--- src/logic/hdt_defs.svh ---
/*
 * Constants of the haptic duty translator: clock rate, switching period,
 * full-scale reference and measurement widths.
 * Assumes it is included by bare name from every file that needs a value.
 */
`ifndef HDT_DEFS_SVH
`define HDT_DEFS_SVH

// ==========================================================================
// Timing
// ==========================================================================
`define HDT_CLK_HZ 10000000
`define HDT_SW_FREQ_HZ 20300
`define HDT_SW_PERIOD_CYC (`HDT_CLK_HZ / `HDT_SW_FREQ_HZ)
`define HDT_SW_W 9
`define HDT_MAX_PERIOD_CYC 65535

// ==========================================================================
// Drive reference and widths
// ==========================================================================
`define HDT_FULL_SCALE_MV 3600
`define HDT_HALF_DUTY_PCT 50
`define HDT_PER_W 16
`define HDT_DIV_W 40
`define HDT_SUPPLY_W 13

`endif

--- src/logic/hdt_pkg.sv ---
/*
 * Types of the haptic duty translator: core state machine and its state record.
 * Assumes hdt_defs.svh supplies the widths.
 */
`include "hdt_defs.svh"
`default_nettype none

package hdt_pkg;

    // ======================================================================
    // Core state
    // ======================================================================
    typedef enum logic [0:0] {
        HDT_IDLE,
        HDT_ACTIVE
    } hdt_state_t;

    typedef struct packed {
        logic legA;
        logic legB;
    } hdt_bridge_t;

    typedef struct packed {
        hdt_state_t st;
        logic pwmPrev;
        logic [`HDT_PER_W-1:0] highCnt;
        logic [`HDT_PER_W-1:0] perCnt;
        logic [`HDT_PER_W-1:0] highLat;
        logic [`HDT_PER_W-1:0] perLat;
        logic divGo;
        logic sampFwd;
        logic [`HDT_SW_W-1:0] onCyc;
        logic [`HDT_SW_W-1:0] swCnt;
        logic [`HDT_SW_W-1:0] curOn;
        logic curFwd;
        hdt_bridge_t bridge;
    } hdt_core_t;

endpackage

`default_nettype wire

--- src/logic/hdt_divider.sv ---
/*
 * Sequential restoring divider, one quotient bit per clock.
 * Assumes start is only pulsed while the previous division is finished or
 * may be abandoned; a new start restarts the division.
 */
`include "hdt_defs.svh"
`default_nettype none

module hdt_divider #(
    parameter int W = `HDT_DIV_W
) (
    input wire logic sys_clk,
    input wire logic rst_b,
    input wire logic start,
    input wire logic [W-1:0] dividend,
    input wire logic [W-1:0] divisor,
    output logic [W-1:0] quotient,
    output logic done
);

    localparam int CW = $clog2(W + 1);

    typedef struct packed {
        logic busy;
        logic [CW-1:0] cnt;
        logic [W-1:0] rem;
        logic [W-1:0] quo;
        logic [W-1:0] den;
        logic [W-1:0] res;
        logic done;
    } hdt_div_t;

    hdt_div_t cur_ff;
    hdt_div_t nxt_cur;

    // ======================================================================
    // Next state
    // ======================================================================
    always_comb begin
        logic [W-1:0] remSh;
        remSh = '0;
        nxt_cur = cur_ff;
        nxt_cur.done = 1'b0;
        if (start) begin
            nxt_cur.busy = 1'b1;
            nxt_cur.cnt = '0;
            nxt_cur.rem = '0;
            nxt_cur.quo = dividend;
            nxt_cur.den = divisor;
        end else if (cur_ff.busy) begin
            remSh = {cur_ff.rem[W-2:0], cur_ff.quo[W-1]};
            nxt_cur.quo = {cur_ff.quo[W-2:0], 1'b0};
            if (remSh >= cur_ff.den) begin
                nxt_cur.rem = remSh - cur_ff.den;
                nxt_cur.quo[0] = 1'b1;
            end else begin
                nxt_cur.rem = remSh;
            end
            nxt_cur.cnt = cur_ff.cnt + CW'(1);
            if (cur_ff.cnt == CW'(W - 1)) begin
                nxt_cur.busy = 1'b0;
                nxt_cur.done = 1'b1;
                nxt_cur.res = nxt_cur.quo;
            end
        end
    end

    always_ff @(posedge sys_clk) begin
        if (!rst_b) begin
            cur_ff <= '0;
        end else begin
            cur_ff <= nxt_cur;
        end
    end

    assign quotient = cur_ff.res;
    assign done = cur_ff.done;

endmodule

`default_nettype wire

--- src/logic/haptic_duty_translator.sv ---
/*
 * Haptic duty translator: measures the host PWM duty, turns it into a signed,
 * supply-compensated switching duty and drives the two H-bridge legs.
 * Assumes pwmIn, enableIn, actuatorTypeSel, supplyMv, motionDetected and
 * resonancePhase are synchronous to sys_clk; supplyMv comes from a supply
 * monitor, motionDetected and resonancePhase from the back-EMF tracker.
 * The first period after enable is partial and may give one short-lived
 * drive level; a new input duty reaches the legs within one input period,
 * one divide and one switching period.
 */
`include "hdt_defs.svh"
`default_nettype none

module haptic_duty_translator #(
    parameter int MAX_PERIOD_CYC = `HDT_MAX_PERIOD_CYC,
    parameter int FULL_SCALE_MV = `HDT_FULL_SCALE_MV
) (
    input wire logic sys_clk,
    input wire logic rst_b,
    input wire logic pwmIn,
    input wire logic enableIn,
    input wire logic actuatorTypeSel,
    input wire logic [`HDT_SUPPLY_W-1:0] supplyMv,
    input wire logic motionDetected,
    input wire logic resonancePhase,
    output logic legA,
    output logic legB,
    output logic effectActive
);

    // Constants are sized here once so the arithmetic below neither pads nor truncates by accident.
    localparam logic [`HDT_SW_W-1:0] SW_PERIOD = `HDT_SW_W'(`HDT_SW_PERIOD_CYC);
    localparam logic [`HDT_PER_W-1:0] PER_LIMIT = `HDT_PER_W'(MAX_PERIOD_CYC - 1);
    localparam logic [`HDT_DIV_W-1:0] FS_MV = `HDT_DIV_W'(FULL_SCALE_MV);
    localparam logic [`HDT_DIV_W-1:0] SW_PER_W = `HDT_DIV_W'(`HDT_SW_PERIOD_CYC);

    hdt_pkg::hdt_core_t cur_ff;
    hdt_pkg::hdt_core_t nxt_cur;

    logic [`HDT_PER_W:0] twoHigh;
    logic [`HDT_PER_W:0] perExt;
    logic [`HDT_PER_W:0] diffMag;
    logic aboveHalf;
    logic resonantBrake;
    logic [`HDT_DIV_W-1:0] divNum;
    logic [`HDT_DIV_W-1:0] divDen;
    logic [`HDT_DIV_W-1:0] divQuot;
    logic divDone;
    logic [`HDT_SW_W-1:0] wrapOn;
    logic wrapFwd;

    // ======================================================================
    // Helpers
    // ======================================================================
    // Distance between two values; the sign is carried apart by aboveHalf.
    function automatic logic [`HDT_PER_W:0] absGap(
        input logic [`HDT_PER_W:0] a,
        input logic [`HDT_PER_W:0] b
    );
        return (a > b) ? a - b : b - a;
    endfunction

    // One step of the period and high-time counters.
    function automatic logic [`HDT_PER_W-1:0] countUp(input logic [`HDT_PER_W-1:0] v);
        return v + `HDT_PER_W'(1);
    endfunction

    // Quotients beyond one switching period saturate to a full-on pulse,
    // which also covers a supply reading of zero.
    function automatic logic [`HDT_SW_W-1:0] clampOn(input logic [`HDT_DIV_W-1:0] q);
        if (q > `HDT_DIV_W'(SW_PERIOD)) begin
            return SW_PERIOD;
        end
        return q[`HDT_SW_W-1:0];
    endfunction

    // Only one leg of the bridge may ever conduct.
    function automatic hdt_pkg::hdt_bridge_t legsFor(input logic isOn, input logic fwd);
        hdt_pkg::hdt_bridge_t b;
        b.legA = isOn && fwd;
        b.legB = isOn && !fwd;
        return b;
    endfunction

    // ======================================================================
    // Amplitude arithmetic
    // ======================================================================
    // Signed amplitude is FS*(2*high/period - 1), or -FS for a resonant actuator at or
    // below half; the sign and magnitude are kept apart so one unsigned divider serves both directions.
    always_comb begin
        twoHigh = {cur_ff.highLat, 1'b0};
        perExt = {1'b0, cur_ff.perLat};
        aboveHalf = twoHigh > perExt;
        resonantBrake = actuatorTypeSel && !aboveHalf;
        if (resonantBrake) begin
            diffMag = perExt;
        end else begin
            diffMag = absGap(twoHigh, perExt);
        end
    end

    // Duty in switching cycles = FS/Vdd * |2h/p - 1| * period (FS/Vdd * period for a resonant
    // brake), so the drive stays constant as the battery sags; the product fits the 40-bit path.
    assign divNum = `HDT_DIV_W'(diffMag) * FS_MV * SW_PER_W;
    assign divDen = `HDT_DIV_W'(cur_ff.perLat) * `HDT_DIV_W'(supplyMv);

    // A new sample restarts the divider, so input periods shorter than one
    // divide only postpone the update instead of mixing two samples.
    hdt_divider #(
        .W(`HDT_DIV_W)
    ) u_div (
        .sys_clk(sys_clk),
        .rst_b(rst_b),
        .start(cur_ff.divGo),
        .dividend(divNum),
        .divisor(divDen),
        .quotient(divQuot),
        .done(divDone)
    );

    // ======================================================================
    // Drive taken at a switching period boundary
    // ======================================================================
    always_comb begin
        if (!actuatorTypeSel) begin
            wrapOn = cur_ff.onCyc;
            wrapFwd = cur_ff.sampFwd;
        end else if (cur_ff.sampFwd) begin
            wrapOn = cur_ff.onCyc;
            wrapFwd = resonancePhase;
        end else begin
            // Braking opposes the motion and stops once the
            // tracker reports rest, so no reverse ringing builds.
            wrapOn = motionDetected ? cur_ff.onCyc : '0;
            wrapFwd = !resonancePhase;
        end
    end

    // ======================================================================
    // Next state
    // ======================================================================
    always_comb begin
        logic rise;
        logic onNow;
        rise = 1'b0;
        onNow = 1'b0;
        nxt_cur = cur_ff;
        nxt_cur.divGo = 1'b0;
        case (cur_ff.st)
            hdt_pkg::HDT_IDLE: begin
                nxt_cur = '0;
                nxt_cur.pwmPrev = pwmIn;
                if (enableIn) begin
                    nxt_cur.st = hdt_pkg::HDT_ACTIVE;
                end
            end
            hdt_pkg::HDT_ACTIVE: begin
                rise = pwmIn && !cur_ff.pwmPrev;
                nxt_cur.pwmPrev = pwmIn;
                // Period runs rising edge to rising edge; a line stuck for
                // the longest period counts as 0% or 100%.
                if (rise && cur_ff.perCnt != '0) begin
                    nxt_cur.highLat = cur_ff.highCnt;
                    nxt_cur.perLat = cur_ff.perCnt;
                    // Direction stays with the running drive until its new
                    // magnitude arrives, so a wrap during the divide keeps the pair.
                    nxt_cur.divGo = 1'b1;
                    nxt_cur.highCnt = `HDT_PER_W'(1);
                    nxt_cur.perCnt = `HDT_PER_W'(1);
                end else if (cur_ff.perCnt >= PER_LIMIT) begin
                    nxt_cur.highLat = pwmIn ? cur_ff.perCnt : '0;
                    nxt_cur.perLat = cur_ff.perCnt;
                    nxt_cur.divGo = 1'b1;
                    nxt_cur.highCnt = '0;
                    nxt_cur.perCnt = '0;
                end else begin
                    nxt_cur.perCnt = countUp(cur_ff.perCnt);
                    if (pwmIn) begin
                        nxt_cur.highCnt = countUp(cur_ff.highCnt);
                    end
                end
                if (divDone) begin
                    nxt_cur.sampFwd = aboveHalf;
                    nxt_cur.onCyc = clampOn(divQuot);
                end
                // New drive takes effect only at a switching period boundary,
                // which keeps every output pulse whole.
                if (cur_ff.swCnt >= SW_PERIOD - `HDT_SW_W'(1)) begin
                    nxt_cur.swCnt = '0;
                    nxt_cur.curOn = wrapOn;
                    nxt_cur.curFwd = wrapFwd;
                end else begin
                    nxt_cur.swCnt = cur_ff.swCnt + `HDT_SW_W'(1);
                end
                onNow = nxt_cur.swCnt < nxt_cur.curOn;
                nxt_cur.bridge = legsFor(onNow, nxt_cur.curFwd);
                // Dropping enable overrides everything above in the same
                // cycle, so the bridge is off one edge after enable falls.
                if (!enableIn) begin
                    nxt_cur = '0;
                    nxt_cur.st = hdt_pkg::HDT_IDLE;
                end
            end
            default: begin
                nxt_cur = '0;
            end
        endcase
    end

    // ======================================================================
    // State register
    // ======================================================================
    always_ff @(posedge sys_clk) begin
        if (!rst_b) begin
            cur_ff <= '0;
        end else begin
            cur_ff <= nxt_cur;
        end
    end

    // ======================================================================
    // Outputs
    // ======================================================================
    assign legA = cur_ff.bridge.legA;
    assign legB = cur_ff.bridge.legB;
    assign effectActive = cur_ff.st == hdt_pkg::HDT_ACTIVE;

endmodule

`default_nettype wire

--- config.mk ---
export PLATFORM = sky130hd
export DESIGN_NAME = haptic_duty_translator
export DESIGN_NICKNAME = d
export VERILOG_FILES = /design/src/logic/hdt_pkg.sv /design/src/logic/hdt_divider.sv /design/src/logic/haptic_duty_translator.sv
export VERILOG_INCLUDE_DIRS = /design/src /design/src/logic
export SDC_FILE = /design/constraint.sdc
export NUM_CORES = 2
export LEC_CHECK = 0
export ABC_CLOCK_PERIOD_IN_PS = 9500
export BUFFER_PORTS_ARGS = -buffer_cell sky130_fd_sc_hd__buf_4
export CORE_MARGIN = 5
export CORE_UTILIZATION = 60
export DETAILED_ROUTE_END_ITERATION = 16
export GPL_ROUTABILITY_DRIVEN = 0
export PLACE_DENSITY = 0.79
export SYNTH_ARGS = -nofsm -noshare
export SYNTH_HDL_FRONTEND = slang
export SYNTH_SLANG_ARGS = --single-unit
export TNS_END_PERCENT = 20
--- constraint.sdc ---
create_clock -name sys_clk -period 9.5 [get_ports sys_clk]
set_input_delay 1.425 -clock sys_clk [delete_from_list [all_inputs] [get_ports sys_clk]]
set_output_delay 1.425 -clock sys_clk [all_outputs]
set_load 0.02 [all_outputs]
==> summary.txt <==
Global routing
  • Initial antenna violation count: 1
  • Vias in the first global route: 23000
  • First-pass GRT wire length: 109000 um
  • Grt total ovfl: 0
  • Largest net degree at the start of global routing: around 80
  • Total track usage: 0.270

Placement
  • DP HPWL: around 50000 um
  • Port Buffers: 22

Detailed routing
  • DRC violations left: 0
  • WL final: 66700 um
  • Post-route ant nets: 0
  • DR iter-0 viols: between 1500 and 2000
  • Drt first pass iters: 6
  • Routed via count: 22400
  • Via density: 5.83
  • WL per Instance: 17.4 um

Floorplan
  • Initial core utilization: 0.609
  • Die height: between 200 and 250 um
  • # IOs: 23
  • Die ar.: between 0.04 and 0.05 sq mm
  • Core area: 0.0433 sq mm
  • Die span in x: about 220 um
  • # rows: 76

Worst setup path
  • Worst path max stage delay: 0.53 ns
  • CP arrival: 10.06 ns
  • Crit end category: flop
  • Crit Path Max Fanout: 6
  • CP max stage cell: a2111o_2
  • Worst setup SP type: flop
  • CP Class: reg -> reg
  • Critical Path RT: 9.91 ns

Logic synthesis
  • Cells after Synth: 3089
  • Synth cell count leaders: inv_1, nand2_1, ha_1
  • Synth Area per Inst: about 8.5 sq um
  • #FFs+latches synth: between 200 and 300
  • YS warnings: 0
  • Library cells used by synthesis: 97
  • Post-Syn Area: 0.0263 sq mm
  • Async set-reset flop share out of synthesis: 0
  • Top-area cell type share of the netlist area: 0.195
  • Seq/Total Area, Yosys: 0.193
  • Post-synth EDFFs: 0
  • Largest area contributor in the netlist: fa_1
  • Syn nets: around 3700
  • Synth Flop Type: dfxtp_1
  • Synth top area cells: fa_1, dfxtp_1, ha_1
  • Most frequent cell after synthesis: inv_1

Pwr
  • Pleak: around 0.014 uW
  • Pwr/cell area: 130 mW/mm^2
  • VDD IR max: 0.000188 V
  • Overall Power: 3920 uW

Finish
  • Ant diodes: 0
  • Final Util: 0.695
  • # nets final: 3797
  • Share of layout cells above drive strength 1: 0.145
  • Area Overhead vs Synth: 14.1%

STA
  • Hold_ws: 0.459 ns
  • Max-slew violations: 0
  • Max Clock Skew: 0.0426 ns
  • Final clock period utilization by the worst path: 1.02
  • Fin. Hold Viols: 0
  • RSZ-0062 raised after global routing: yes
  • Count of final setup violators: 7
  • Achievable frequency: 104 MHz
  • Max-slew headroom: 0.143
  • Setup WS post-layout: -0.150 ns
  • Clock period minus worst slack: 9.65 ns
  • Worst slew pin tran: 1.29 ns

CTS
  • CTS root buffer: clkbuf_16
  • CTS max path bufs: 3
  • Htree depth: 1
  • Clock Pin Slew Worst Setup and Hold Paths: about 0.060 ns
  • Clock buffer count from CTS: 28
  • Clk_lat worst skew: 0.58 ns
  • Sink Count: 254
  • CTS tree: built

Hold path
  • Hold Path Class: reg -> reg

Flow run
  • # Max-Cap Violations: 0

Status
  • Outcome: finished with violations
  • Failing checks: setup timing
[cells by family after synthesis]
kind of cell,count (synthesis),share of synthesized area
and+or+nand+nor,923,0.165
AOI/OAI and AO/OA,614,0.154
adders and majority gates,544,0.331
buffers and inverters,526,0.0766
DFF,254,0.193
xor gates and xnor gates,162,0.0544
muxes,66,0.0265
[cell usage in the layout (no fill, tap or decap), types with 8 or more instances in the layout]
cell	n
inv_1	384
fa_1	253
nor2_1	208
and3_1	33
a21oi_2	11
nand2b_1	15
nor3_1	35
xor2_1	72
inv_2	9
xnor2_1	76
nand4_1	29
or2_2	13
dfxtp_1	240
a211oi_1	46
o21bai_1	15
o21ai_1	21
clkbuf_16	28
a31oi_1	27
and2_1	84
nand3_1	44
or3_1	13
nor2b_1	29
mux2_2	9
o22ai_1	30
nand2_1	362
a21oi_1	187
o21ai_0	72
o211ai_1	10
mux2i_1	48
a21o_1	62
xnor2_2	12
o21a_1	24
o31ai_1	8
ha_4	23
ha_1	257
buf_4	241
nor4_1	12
[what timing repair did]
action / CTS / global route
gates resized for setup: 30 / 41
pin swaps: 52 / 45
gates cloned: 1 / 0
setup endpoints to repair: 12 / 13
hold buffers: 0 / 0
setup buffers: 17 / 7
[path summary, 6_finish.rpt]
kind	startpoint	end	slack, ns	cells after the start
setup / recovery	cur_ff[33]$_SDFFE_PN0P_	u_div.cur_ff[114]$_SDFFE_PN0P_	-0.15	42
setup reg to reg	cur_ff[33]$_SDFFE_PN0P_	u_div.cur_ff[114]$_SDFFE_PN0P_	-0.15	42
hold reg to reg	u_div.quotient[13]$_SDFFE_PN0P_	u_div.quotient[13]$_SDFFE_PN0P_	0.46	2
hold / removal	u_div.quotient[13]$_SDFFE_PN0P_	u_div.quotient[13]$_SDFFE_PN0P_	0.46	2
[power by group]
part / switching, uW / total, uW / leakage (uW) / internal (uW)
clock: 470 / 1100 / 0.000463 / 627
sequential: 1.72 / 1070 / 0.00205 / 1060
combinational: 899 / 1760 / 0.0118 / 859
[registers in the layout (all words and copies together), names as in the netlist]
| signal | count |
|---|---|
| legA | 1 |
| cur_ff | 95 |
| effectActive | 1 |
| u_div.cur_ff | 115 |
| u_div.done | 1 |
| u_div.quotient | 40 |
| legB | 1 |
[critical path: cells and delay by family (launching register included)]
| kind | cells | cell delay (ns) |
|---|---|---|
| fa+ha+maj | 11 | 4.05 |
| buf+inv | 10 | 0.69 |
| compound gates | 15 | 3.22 |
| flops | 1 | 0.35 |
| simple gates | 4 | 0.91 |
| xor+xnor | 2 | 0.23 |
[layer usage]
layer,part of all wire,vias to the layer above,GRT usage
li1,-,10600,-
met1,0.41,10900,0.337
met2,0.50,692,0.477
met3,0.052,198,0.0352
met4,0.041,0,0.103
met5,0,-,0
[final cells by class]
class	instances	area (sq um)
Clock buffer	36	801
Tap cell	585	732
Inverter	396	1490
Fill cell	3226	13200
Timing Repair Buffer	246	1880
Sequential cell	254	5120
Multi-Input combinational cell	2310	19900
Clock inverter	16	143
[stage by stage]
step                setup TNS [ns]  cells  worst slack [ns]  instance area, sq um
floorplan                   -0.812   3089            -0.187                 26700
global placement             -1.05   3766            -0.227                 28500
detailed placement           -3.10   3766            -0.441                 28500
CTS                        -0.0644   3836           -0.0394                 29800
global route                 -5.21   3843            -0.568                 30100
finish                      -0.724   3843            -0.150                 30100
No activity file was read; power rests on OpenSTA's default activity.
